--- src/ffr_pkg.sv ---
// Package: layout, reset value and carriers of the upper fault flag register
package ffr_pkg;
    localparam int unsigned WORD_W = 16;
    localparam int unsigned BIT_POS_IN = 11;
    localparam int unsigned BIT_NEG_IN = 10;
    localparam int unsigned BIT_REF_RANGE = 9;
    localparam int unsigned BIT_REF_ABSENT = 8;
    localparam int unsigned BIT_CONV = 7;
    localparam int unsigned BIT_IGNORED = 6;
    localparam int unsigned BIT_CLK_CNT = 5;
    localparam logic [15:0] FLAG_RESET = 16'h0000;
    // Only the bits this block owns; reserved and lower bits read zero
    localparam logic [15:0] FLAG_MASK = 16'h0fe0;
    localparam int unsigned FRAME_MULT = 8;
    localparam int unsigned CNT_W = 3;

    // Fault conditions sensed by the analog front end and converter
    typedef struct packed {
        logic pos_in;
        logic neg_in;
        logic ref_range;
        logic ref_absent;
        logic conv;
    } ffr_sense_t;

    // Serial pins, sampled as synchronous to clk
    typedef struct packed {
        logic cs_n;
        logic sclk;
    } ffr_spi_t;
endpackage

--- src/ffr_frame_mon.sv ---
// Serial frame watcher: clock count and ignored-access detection
`timescale 1ns/10ps
module ffr_frame_mon #(
    parameter int unsigned CNT_W = ffr_pkg::CNT_W
) (
    input wire logic clk,
    input wire logic rst,
    input wire ffr_pkg::ffr_spi_t spi,
    input wire logic access_ignored,
    output logic clk_cnt_evt,
    output logic ignored_evt
);
    // Counter must wrap exactly at one byte of clocks
    if ((1 << CNT_W) != ffr_pkg::FRAME_MULT) begin : g_bad_cnt_w
        $error("ffr_frame_mon: CNT_W must count modulo eight");
    end

    logic cs_n_r;
    logic sclk_r;
    logic [CNT_W-1:0] edge_cnt_r;
    logic frame_start;
    logic frame_end;
    logic sclk_rise;

    assign frame_start = cs_n_r && !spi.cs_n;
    assign frame_end = !cs_n_r && spi.cs_n;
    assign sclk_rise = !spi.cs_n && !sclk_r && spi.sclk;

    // Previous pin levels for edge detection
    always_ff @(posedge clk or posedge rst) begin
        if (rst) begin
            cs_n_r <= 1'b1;
            sclk_r <= 1'b0;
        end else begin
            cs_n_r <= spi.cs_n;
            sclk_r <= spi.sclk;
        end
    end

    // Edges counted modulo eight; only the remainder matters
    always_ff @(posedge clk or posedge rst) begin
        if (rst) begin
            edge_cnt_r <= '0;
        end else if (frame_start) begin
            edge_cnt_r <= '0;
        end else if (sclk_rise) begin
            edge_cnt_r <= edge_cnt_r + 1'b1;
        end
    end

    // Event pulses registered so they are clean one-cycle strobes
    always_ff @(posedge clk or posedge rst) begin
        if (rst) begin
            clk_cnt_evt <= 1'b0;
            ignored_evt <= 1'b0;
        end else begin
            clk_cnt_evt <= frame_end && (edge_cnt_r != '0);
            ignored_evt <= frame_start && access_ignored;
        end
    end

    chk_count_error: assert property (@(posedge clk) disable iff (rst)
        frame_end && (edge_cnt_r != '0) |=> clk_cnt_evt)
        else $error("short frame not reported");
    chk_count_clean: assert property (@(posedge clk) disable iff (rst)
        clk_cnt_evt |-> $past(frame_end) && $past(edge_cnt_r) != '0)
        else $error("clock count event without odd frame");
    chk_ignore_evt: assert property (@(posedge clk) disable iff (rst)
        ignored_evt |-> $past(access_ignored) && $past(frame_start))
        else $error("ignored event without blocked access");
endmodule // ffr_frame_mon

--- src/ffr_fault_flag_upper.sv ---
// Upper fault flag register with sticky write-one-to-clear flags
// Contract
// - Bit 11 sets on positive input range fault
// - Bit 10 sets on negative input range fault
// - Reference range flag sets on reference fault
// - Reference absent flag sets below threshold
// - Bit 7 sets on converter clamp/calibration/saturation
// - Ignored-access flag sets on blocked access
// - Clock count flag on non-multiple-of-eight frame
// - Flag asserts only when its enable set
// - Flag reads zero clear, one detected
// - Writing one clears a flag
`timescale 1ns/10ps
module ffr_fault_flag_upper #(
    parameter int unsigned WORD_W = ffr_pkg::WORD_W
) (
    input wire logic clk,
    input wire logic rst,
    input wire ffr_pkg::ffr_sense_t sense,
    input wire ffr_pkg::ffr_spi_t spi,
    input wire logic access_ignored,
    input wire logic [WORD_W-1:0] fault_en,
    input wire logic flag_wr,
    input wire logic [WORD_W-1:0] flag_wdata,
    output logic [WORD_W-1:0] flag_rdata
);
    // Register layout is fixed at sixteen bits
    if (WORD_W != ffr_pkg::WORD_W) begin : g_bad_word_w
        $error("ffr_fault_flag_upper: register is sixteen bits");
    end

    logic clk_cnt_evt;
    logic ignored_evt;
    logic [WORD_W-1:0] event_vec;
    logic [WORD_W-1:0] set_vec;
    logic [WORD_W-1:0] clr_vec;
    logic [WORD_W-1:0] flag_r;
    logic [WORD_W-1:0] flag_nxt;

    ffr_frame_mon #(
        .CNT_W(ffr_pkg::CNT_W)
    ) u_frame_mon (
        .clk(clk),
        .rst(rst),
        .spi(spi),
        .access_ignored(access_ignored),
        .clk_cnt_evt(clk_cnt_evt),
        .ignored_evt(ignored_evt)
    );

    // Gather fault events at their bit positions
    always_comb begin
        event_vec = '0;
        event_vec[ffr_pkg::BIT_POS_IN] = sense.pos_in;
        event_vec[ffr_pkg::BIT_NEG_IN] = sense.neg_in;
        event_vec[ffr_pkg::BIT_REF_RANGE] = sense.ref_range;
        event_vec[ffr_pkg::BIT_REF_ABSENT] = sense.ref_absent;
        event_vec[ffr_pkg::BIT_CONV] = sense.conv;
        event_vec[ffr_pkg::BIT_IGNORED] = ignored_evt;
        event_vec[ffr_pkg::BIT_CLK_CNT] = clk_cnt_evt;
    end

    // Enable gates each event; mask keeps reserved bits at zero
    assign set_vec = event_vec & fault_en & ffr_pkg::FLAG_MASK;
    assign clr_vec = flag_wr ? flag_wdata : '0;
    // Set applied after clear so a coincident fault survives
    assign flag_nxt = (flag_r & ~clr_vec) | set_vec;

    // Sticky flag storage
    always_ff @(posedge clk or posedge rst) begin
        if (rst) begin
            flag_r <= ffr_pkg::FLAG_RESET;
        end else begin
            flag_r <= flag_nxt;
        end
    end

    // Read port shows stored flags directly
    assign flag_rdata = flag_r;

    // Each fault source lands on its own bit one cycle later
    chk_pos_set: assert property (@(posedge clk) disable iff (rst)
        sense.pos_in && fault_en[ffr_pkg::BIT_POS_IN]
        |=> flag_rdata[ffr_pkg::BIT_POS_IN])
        else $error("positive input flag not set");

    chk_neg_set: assert property (@(posedge clk) disable iff (rst)
        sense.neg_in && fault_en[ffr_pkg::BIT_NEG_IN]
        |=> flag_rdata[ffr_pkg::BIT_NEG_IN])
        else $error("negative input flag not set");

    chk_ref_set: assert property (@(posedge clk) disable iff (rst)
        sense.ref_range && fault_en[ffr_pkg::BIT_REF_RANGE]
        |=> flag_rdata[ffr_pkg::BIT_REF_RANGE])
        else $error("reference range flag not set");

    chk_absent_set: assert property (@(posedge clk) disable iff (rst)
        sense.ref_absent && fault_en[ffr_pkg::BIT_REF_ABSENT]
        |=> flag_rdata[ffr_pkg::BIT_REF_ABSENT])
        else $error("reference absent flag not set");

    chk_conv_set: assert property (@(posedge clk) disable iff (rst)
        sense.conv && fault_en[ffr_pkg::BIT_CONV]
        |=> flag_rdata[ffr_pkg::BIT_CONV])
        else $error("converter flag not set");

    chk_ignore_flag: assert property (@(posedge clk) disable iff (rst)
        ignored_evt && fault_en[ffr_pkg::BIT_IGNORED]
        |=> flag_rdata[ffr_pkg::BIT_IGNORED])
        else $error("ignored access flag not set");

    chk_count_flag: assert property (@(posedge clk) disable iff (rst)
        clk_cnt_evt && fault_en[ffr_pkg::BIT_CLK_CNT]
        |=> flag_rdata[ffr_pkg::BIT_CLK_CNT])
        else $error("clock count flag not set");

    // Frame events are single strobes, so one frame sets a flag once
    chk_count_strobe: assert property (@(posedge clk) disable iff (rst)
        clk_cnt_evt |=> !clk_cnt_evt)
        else $error("clock count event longer than one cycle");

    chk_ignore_strobe: assert property (@(posedge clk)
        disable iff (rst)
        ignored_evt |=> !ignored_evt)
        else $error("ignored event longer than one cycle");

    // Enable gating, reserved bits and reset value
    chk_enable_gate: assert property (@(posedge clk) disable iff (rst)
        (flag_rdata & ~$past(flag_rdata) & ~$past(fault_en)) == '0)
        else $error("flag rose while disabled");

    chk_reserved_zero: assert property (@(posedge clk)
        disable iff (rst)
        (flag_rdata & ~ffr_pkg::FLAG_MASK) == '0)
        else $error("reserved bit read as one");

    // Reset forces the flags clear while it is held
    chk_reset_value: assert property (@(posedge clk)
        rst |-> flag_rdata == ffr_pkg::FLAG_RESET)
        else $error("flags not clear during reset");

    // Write-one-to-clear, zero writes and set priority
    chk_w1c_clear: assert property (@(posedge clk) disable iff (rst)
        flag_wr && flag_wdata[ffr_pkg::BIT_CONV] && !set_vec[ffr_pkg::BIT_CONV]
        |=> !flag_rdata[ffr_pkg::BIT_CONV])
        else $error("write one did not clear");

    chk_flag_sticky: assert property (@(posedge clk) disable iff (rst)
        (flag_rdata & $past(flag_rdata & ~clr_vec))
        == $past(flag_rdata & ~clr_vec))
        else $error("flag dropped without clear");

    chk_zero_write: assert property (@(posedge clk) disable iff (rst)
        flag_wr && (flag_wdata == '0)
        |=> flag_rdata == ($past(flag_rdata) | $past(set_vec)))
        else $error("zero write changed a flag");

    chk_write_no_set: assert property (@(posedge clk)
        disable iff (rst)
        flag_wr |=> (flag_rdata & ~$past(flag_rdata) & ~$past(set_vec)) == '0)
        else $error("write raised a flag");

    chk_multi_clear: assert property (@(posedge clk) disable iff (rst)
        flag_wr && ((flag_wdata & set_vec) == '0)
        |=> (flag_rdata & $past(flag_wdata)) == '0)
        else $error("written ones left flags set");

    chk_set_wins: assert property (@(posedge clk) disable iff (rst)
        flag_wr && ((flag_wdata & set_vec) != '0)
        |=> (flag_rdata & $past(flag_wdata & set_vec))
        == $past(flag_wdata & set_vec))
        else $error("clear beat a coincident set");

    // Per-bit copies so every owned flag is watched on its own
    for (genvar b = 0; b < WORD_W; b++) begin : g_bit_chk
        if (ffr_pkg::FLAG_MASK[b]) begin : g_owned
            chk_bit_set: assert property (@(posedge clk)
                disable iff (rst)
                set_vec[b] |=> flag_rdata[b])
                else $error("enabled fault did not set its flag");

            chk_bit_rise: assert property (@(posedge clk)
                disable iff (rst)
                $rose(flag_rdata[b]) |-> $past(event_vec[b] && fault_en[b]))
                else $error("flag rose without an enabled fault");

            chk_bit_fall: assert property (@(posedge clk)
                disable iff (rst)
                $fell(flag_rdata[b]) |-> $past(flag_wr && flag_wdata[b]))
                else $error("flag fell without a write of one");

            chk_bit_clear: assert property (@(posedge clk)
                disable iff (rst)
                flag_wr && flag_wdata[b] && !set_vec[b] |=> !flag_rdata[b])
                else $error("write of one left its flag set");

            chk_bit_hold: assert property (@(posedge clk)
                disable iff (rst)
                flag_rdata[b] && !(flag_wr && flag_wdata[b]) |=> flag_rdata[b])
                else $error("flag dropped while not written");

            chk_bit_masked: assert property (@(posedge clk)
                disable iff (rst)
                !fault_en[b] && !flag_rdata[b] |=> !flag_rdata[b])
                else $error("disabled flag became set");
        end
    end

    // Main scenarios reached by the bench
    cov_set_clear: cover property (@(posedge clk) disable iff (rst)
        flag_rdata[ffr_pkg::BIT_CONV] ##1 flag_wr
        ##1 !flag_rdata[ffr_pkg::BIT_CONV]);

    cov_count_err: cover property (@(posedge clk) disable iff (rst)
        flag_rdata[ffr_pkg::BIT_CLK_CNT]);

    cov_ignore_err: cover property (@(posedge clk) disable iff (rst)
        flag_rdata[ffr_pkg::BIT_IGNORED]);

    cov_collide: cover property (@(posedge clk) disable iff (rst)
        flag_wr && ((flag_wdata & set_vec) != '0));

    cov_masked_event: cover property (@(posedge clk) disable iff (rst)
        (event_vec != '0) && ((event_vec & fault_en) == '0));
endmodule // ffr_fault_flag_upper

--- config.mk ---
export PLATFORM = sky130hd
export DESIGN_NAME = ffr_fault_flag_upper
export DESIGN_NICKNAME = d
export VERILOG_FILES = /design/src/ffr_pkg.sv /design/src/ffr_frame_mon.sv /design/src/ffr_fault_flag_upper.sv
export SDC_FILE = /design/constraint.sdc
export NUM_CORES = 1
export LEC_CHECK = 0
export ABC_AREA = 1
export ABC_CLOCK_PERIOD_IN_PS = 1500
export BUFFER_PORTS_ARGS = -buffer_cell sky130_fd_sc_hd__buf_4
export CELL_PAD_IN_SITES_DETAIL_PLACEMENT = 1
export CELL_PAD_IN_SITES_GLOBAL_PLACEMENT = 1
export CORE_ASPECT_RATIO = 2
export CORE_MARGIN = 5
export CORE_UTILIZATION = 31
export CTS_BUF_LIST = sky130_fd_sc_hd__clkbuf_8 sky130_fd_sc_hd__clkbuf_16
export CTS_CLUSTER_DIAMETER = 40
export DETAILED_ROUTE_END_ITERATION = 16
export PLACE_DENSITY_LB_ADDON = 0.05
export SKIP_CTS_REPAIR_TIMING = 1
export SLEW_MARGIN = 20
export SYNTH_ARGS = -nofsm -noshare
export SYNTH_HDL_FRONTEND = slang
export SYNTH_SLANG_ARGS = --single-unit
--- constraint.sdc ---
create_clock -name clk -period 1.5 [get_ports clk]
set_input_delay 0.075 -clock clk [delete_from_list [all_inputs] [get_ports clk]]
set_output_delay 0.075 -clock clk [all_outputs]
set_load 0.01 [all_outputs]
==> results.md, run 1 <==
- Worst setup margin: 0.451 ns
- CP max stage cell: dlygate4sd3_1
- Status: finished, final reports clean
- Most common cell on crit path: nand2_1
- Register area share after synthesis: 0.655
- H-tree level count: 1
- Clock skew: 0.00438 ns
- Vias in the first global route: 798
- Antenna Nets Post-Route: 0
- Synthesized instance count: 75
- Comb pwr share: 0.165
- Fraction of layout cells with a size suffix above 1: 0.404
- Crit Path Max Fanout: 7
- Startpoint types: primary input
- Initial Utilization: 0.322
- Worst hold-check path type: in -> reg
- Clock period minus final worst setup slack: 1.05 ns
- Final instance area: 1410 um2
- Pre-CTS setup slack: 0.511 ns
- Sink Count: 23
- Top post-synthesis cells by area: dfrtp_1 63%, a22o_1 7.0%, a21boi_0 6.0%
- Die Y: 85.4 um
- DRT Pass-1 Iters: 2
- Syn-to-layout area delta: 59.7%
- Drt drc: 0
- Clock Latency Late Sink: 0.26 ns
- Crit-path cells: dlygate4sd3_1 -> buf_4 -> inv_1 -> nand2_1 -> nand3_1 -> nand2_1
- Initial antenna violation count: 0
- Worst Path Buf+Inv: 3
- Met2 routed WL: 1490 um
- Internal cell power: 0.958 mW
- Fin crit share: 0.700
- Via density: 4.77
- Max-slew violations: 0
- CTS clock-pin slew for the worst setup and hold paths: 0.07 ns
- Net switching power: 0.284 mW
- VDD IR max: 584 uV
- Rel. slew slack: 0.798
- Yosys top cell by area: dfrtp_1
- Critical Path AT: 1.20 ns
- Slew @ Worst Pin: 0.303 ns
- Setup TNS: 0 ns
- Avg Inst Size Synth: 11.7 um2
- Total CTS buffers: 3
- Post-synth cell types: 13
- PD cells: 884 nW/um2
- Post-Route M1 WL: 785 um
- Post-layout util: 0.514
- RePlAce Congestion: 0.649
- CTS tree: done
- Yosys top cell area share: 0.625
- Core Area: 2740 um2
- Syn Nets: 120
- Wire length of the first global-routing pass: 3630 um
- Clock power share: 0.295
- Leakage power: 0.759 nW
- Largest net degree at the start of global routing: 24
- Final hold viol count: 0
- Top Metal Used: met4
- Setup Viol. Count Final: 0
- Pwr Total: 1.24 mW
- Layout Nets: 182
- Antenna diode count: 0
- Gr usage total: 0.126
- Routed length per placed instance: 15.2 um
- Die Wd: 47.7 um
- CP Class: in -> reg
- WL met3: 197 um
- Placed cell area: 1280 um2
- Seq pwr share: 0.540
- #FFs+latches synth: 23
- CP Capture Type: flip-flop
- Routed via count: 787
- Grt ovf: 0
- RSZ-0062 raised after global routing: false
- Routed WL: 2500 um
- Delay-heaviest family, CP: buffers and inverters
- Max-Cap Viols: 0
- # rows: 27
- Clock buffer depth: 2
- # IOs: 59
- Mapped cell area: 881 um2
- Number of port buffers: 49
- Switching part of the total: 0.229
- Iter 0 DRT Violations: 6
- Largest stage delay, worst path: 0.54 ns
- Ys Warns: 0
- Root buf cell: clkbuf_8
- Worst path required time: 1.65 ns
- Fmax: 0.953 GHz
- DIE AREA: 4070 um2
## cells in the final DEF (no fill, tap or decap)
cell type and instances:
a21boi_1 2, inv_1 9, ha_1 2, a211oi_1 1, dfrtp_1 22, dfstp_2 1
buf_4 50, nand2_2 1, nand2_1 12, nand3_1 7, a21boi_0 7, nor2_1 4
a22o_1 7, clkbuf_8 3, dlygate4sd3_1 8
## synth_stat cells, drive strengths merged
cell type,n
nand3,7
a211oi,1
a22o,7
dfrtp,22
nand2,13
ha,2
dfstp,1
inv,8
buf,1
nor2,4
a21boi,9
## sequential cells by signal (all words and copies together), names as in the netlist
| name | count |
|---|---|
| flag_rdata | 16 |
| u_frame_mon.clk_cnt_evt | 1 |
| u_frame_mon.cs_n_r | 1 |
| u_frame_mon.edge_cnt_r | 3 |
| u_frame_mon.ignored_evt | 1 |
| u_frame_mon.sclk_r | 1 |
## kinds of logic (layout without fill, tap and decap cells)
family,Yosys count,after routing,share of synthesized area
buffers and inverters,9,70,0.0469
adders and majority gates,2,2,0.0284
AOI/OAI and AO/OA,17,17,0.155
DFF,23,23,0.655
and+or+nand+nor,24,24,0.115
## final cells by class
class                      count  area [um2]
tap                           29        36.3
inverter                       8        30.0
timing repair buffer          58         455
clock buffer                   3        41.3
multi-input combinational     43         263
sequential                    23         577
fill                         314        1330
clock inverter                 1        3.75
## power by group through the flow
| stage | logic, mW | clock network (mW) | registers, mW |
|---|---|---|---|
| 3_3_place_gp | 0.183 | 0 | 0.682 |
| 2_1_floorplan | 0.0582 | 0 | 0.691 |
| 4_1_cts | 0.194 | 0.388 | 0.671 |
| 5_1_grt | 0.223 | 0.411 | 0.676 |
| 3_5_place_dp | 0.193 | 0 | 0.683 |
| 6_report | 0.204 | 0.367 | 0.671 |
## stage by stage
step / cells / hold WS, ns
after floorplan: 75 / 0.0762
after global placement: 153 / 0.141
after detailed placement: 153 / 0.154
after CTS: 157 / -0.132
after global routing: 165 / 0.00795
final: 165 / 0.0119
## path summary, 6_finish.rpt
kind	start	endpoint	slack, ns	cells past startpoint
setup / recovery	spi[1]	u_frame_mon.edge_cnt_r[0]$_DFFE_PP0P_	0.45	6
hold / removal	flag_wdata[4]	flag_rdata[4]$_DFF_PP0_	0.01	2
setup reg to reg	u_frame_mon.cs_n_r$_DFF_PP1_	u_frame_mon.edge_cnt_r[0]$_DFFE_PP0P_	0.50	3
hold reg to reg	u_frame_mon.ignored_evt$_DFF_PP0_	flag_rdata[6]$_DFF_PP0_	0.49	1
max in group asynchronous	rst	u_frame_mon.cs_n_r$_DFF_PP1_	0.79	4
min in group asynchronous	rst	flag_rdata[0]$_DFF_PP0_	0.42	4
## per-layer routing
metal  vias to the layer above  track usage
met1                       388        0.124
met4                         0       0.0662
li1                        371            -
met2                        26        0.224
met3                         2       0.0255
met5                         -            0
No activity file was read; power rests on OpenSTA's default activity.
==> run 2: changes to the inputs <==
--- a/config.mk
+++ b/config.mk
@@ -6,13 +6,13 @@
 export NUM_CORES = 1
 export LEC_CHECK = 0
 export ABC_AREA = 1
-export ABC_CLOCK_PERIOD_IN_PS = 1500
+export ABC_CLOCK_PERIOD_IN_PS = 1000
 export BUFFER_PORTS_ARGS = -buffer_cell sky130_fd_sc_hd__buf_4
 export CELL_PAD_IN_SITES_DETAIL_PLACEMENT = 1
 export CELL_PAD_IN_SITES_GLOBAL_PLACEMENT = 1
 export CORE_ASPECT_RATIO = 2
 export CORE_MARGIN = 5
-export CORE_UTILIZATION = 31
+export CORE_UTILIZATION = 29
 export CTS_BUF_LIST = sky130_fd_sc_hd__clkbuf_8 sky130_fd_sc_hd__clkbuf_16
 export CTS_CLUSTER_DIAMETER = 40
 export DETAILED_ROUTE_END_ITERATION = 16
==> constraint.sdc (replaced) <==
create_clock -name clk -period 1 [get_ports clk]
set_input_delay 0.05 -clock clk [delete_from_list [all_inputs] [get_ports clk]]
set_output_delay 0.05 -clock clk [all_outputs]
set_load 0.01 [all_outputs]
==> run 2 against run 1 <==
Setup slack got worse by 0.41 ns. Non-clock buffer count increased by 5. Global-route usage decreased by 2.0 points. Cell count increased by 3.6%.
==> results.md, run 2 (synthesis gave the netlist of run 1 again) <==
- Fillers: 349 (+11%)
- H-tree level count: 1 (unchanged)
- Placed cell area: 1280 um2 (about the same)
- Setup Viol. Count Final: 0 (unchanged)
- RSZ-0062 raised after global routing: true
- VDD IR max: 893 uV (+53%)
- Iter 0 DRT Violations: 2 (-4)
- Setup TNS: 0 ns (unchanged)
- Commonest non-fill, non-tap cells in the layout: 50 x buf_4, 22 x dfrtp_1, 13 x dlygate4sd3_1
- Max-Cap Viols: 0 (unchanged)
- Rel. slew slack: 0.808 (+0.00943)
- Leakage power: 0.778 nW (+2.4%)
- DIE AREA: 4310 um2 (+5.8%)
- # IOs: 59 (unchanged)
- Sink Count: 23 (unchanged)
- Clock skew: 0.00238 ns (-0.00200 ns)
- Grt ovf: 0 (unchanged)
- Status: finished, final reports clean
- Final instance area: 1470 um2 (+4.2%)
- Initial antenna violation count: 0 (unchanged)
- Gr usage total: 0.106 (-0.0203)
- Clock period minus final worst setup slack: 0.963 ns
- Die Wd: 49.0 um (+2.7%)
- # rows: 28 (+3.7%)
- Syn-to-layout area delta: 66.3%
- Dpl cells: 154 (+0.65%)
- PD cells: 1270 nW/um2 (+44%)
- CP Capture Type: flip-flop
- Antenna Nets Post-Route: 0 (unchanged)
- Pwr Total: 1.86 mW (+50%)
- Vias in the first global route: 780 (-2.3%)
- Routed via count: 805 (+2.3%)
- DRT Pass-1 Iters: 3 (+1)
- Via density: 4.71 (-1.3%)
- Crit Path Max Fanout: 3 (-4)
- Max FFs per register: 16 (unchanged)
- Max-slew violations: 0 (unchanged)
- Most common cell after layout, fill and taps aside: buf_4
- Post-Layout Cell Count: 171 (+3.6%)
- Final hold viol count: 0 (unchanged)
- Clock buffer depth: 2 (unchanged)
- Routed length per placed instance: 14.3 um (-5.7%)
- CTS clock-pin slew for the worst setup and hold paths: 0.08 ns (about the same)
- Die Y: 87.9 um (+3.0%)
- Antenna diode count: 0 (unchanged)
- Layout Nets: 187 (+2.7%)
- Clock Latency Late Sink: 0.25 ns (about the same)
- Largest net degree at the start of global routing: 24 (unchanged)
- Worst hold-check path type: in -> reg
- Number of port buffers: 49 (unchanged)
- Fmax: 1.04 GHz
- Drt drc: 0 (unchanged)
- Initial Utilization: 0.299 (-0.0226)
- Post-DP HPWL: 1830 um
- CP Class: reg -> reg
- Startpoint types: flip-flop
- Post-layout util: 0.498 (-0.0161)
- Core Area: 2940 um2 (+7.5%)
- Worst path required time: 1.20 ns (-0.45 ns)
- Critical Path AT: 1.16 ns (-0.04 ns)
- Fin crit share: 0.963
- Slew @ Worst Pin: 0.288 ns (-0.0141 ns)
- CTS tree: done
- Root buf cell: clkbuf_8
- Fraction of layout cells with a size suffix above 1: 0.411 (+0.00694)
- Routed WL: 2440 um (-2.3%)
- RePlAce Congestion: 0.713 (+9.9%)
- Wire length of the first global-routing pass: 3570 um (-1.5%)
- Total CTS buffers: 3 (unchanged)
run 2: per-stage QoR:
stage	hold WS, ns	setup slack (ns)
6_report	0.0203	0.0366
4_1_cts	-0.159	-0.00949
3_3_place_gp	0.117	0.0213
3_5_place_dp	0.125	0.00392
5_1_grt	0.0122	-0.0232
2_1_floorplan	0.0512	0.0913
run 2: layer usage:
layer / part of all wire / track usage / vias up
li1: - / - / 386
met1: 0.33 / 0.0976 / 394
met2: 0.60 / 0.199 / 23
met3: 0.053 / 0.0341 / 2
met4: 0.016 / 0.0588 / 0
met5: 0 / 0 / -
run 2: path summary, 6_finish.rpt:
| kind | start | to | slack [ns] | cells past startpoint |
|---|---|---|---|---|
| min reg2reg | u_frame_mon.ignored_evt$_DFF_PP0_ | flag_rdata[6]$_DFF_PP0_ | 0.49 | 1 |
| max in group asynchronous | rst | u_frame_mon.cs_n_r$_DFF_PP1_ | 0.32 | 4 |
| min | fault_en[11] | flag_rdata[11]$_DFF_PP0_ | 0.02 | 2 |
| max | u_frame_mon.edge_cnt_r[0]$_DFFE_PP0P_ | u_frame_mon.edge_cnt_r[2]$_DFFE_PP0P_ | 0.04 | 6 |
| min in group asynchronous | rst | flag_rdata[14]$_DFF_PP0_ | 0.41 | 4 |
| max reg2reg | u_frame_mon.edge_cnt_r[0]$_DFFE_PP0P_ | u_frame_mon.edge_cnt_r[2]$_DFFE_PP0P_ | 0.04 | 6 |
run 2: cell type report:
| type | instances | area (um2) | share of cell area |
|---|---|---|---|
| sequential | 23 | 577 | 0.394 |
| timing repair buffer | 63 | 505 | 0.345 |
| inverter | 8 | 30.0 | 0.0205 |
| clock inverter | 1 | 3.75 | 0.00256 |
| clock buffer | 3 | 41.3 | 0.0282 |
| multi-input combinational | 43 | 270 | 0.184 |
| tap | 30 | 37.5 | 0.0256 |
run 2: where the power goes:
group | total (mW) | switching [mW] | leakage [nW] | internal, mW
Clock | 0.539 | 0.266 | 0.0269 | 0.273
Sequential | 1.01 | 0.0273 | 0.299 | 0.979
Combinational | 0.317 | 0.121 | 0.451 | 0.196
Total | 1.86 | 0.415 | 0.778 | 1.45
run 2: critical path, cell delays in order (launching register included):
cell and delay, ns:
dfrtp_1 0.40, ha_2 0.19, nand2_1 0.06, inv_1 0.04, nor2_1 0.08, nand3_1 0.07
nand2_1 0.06
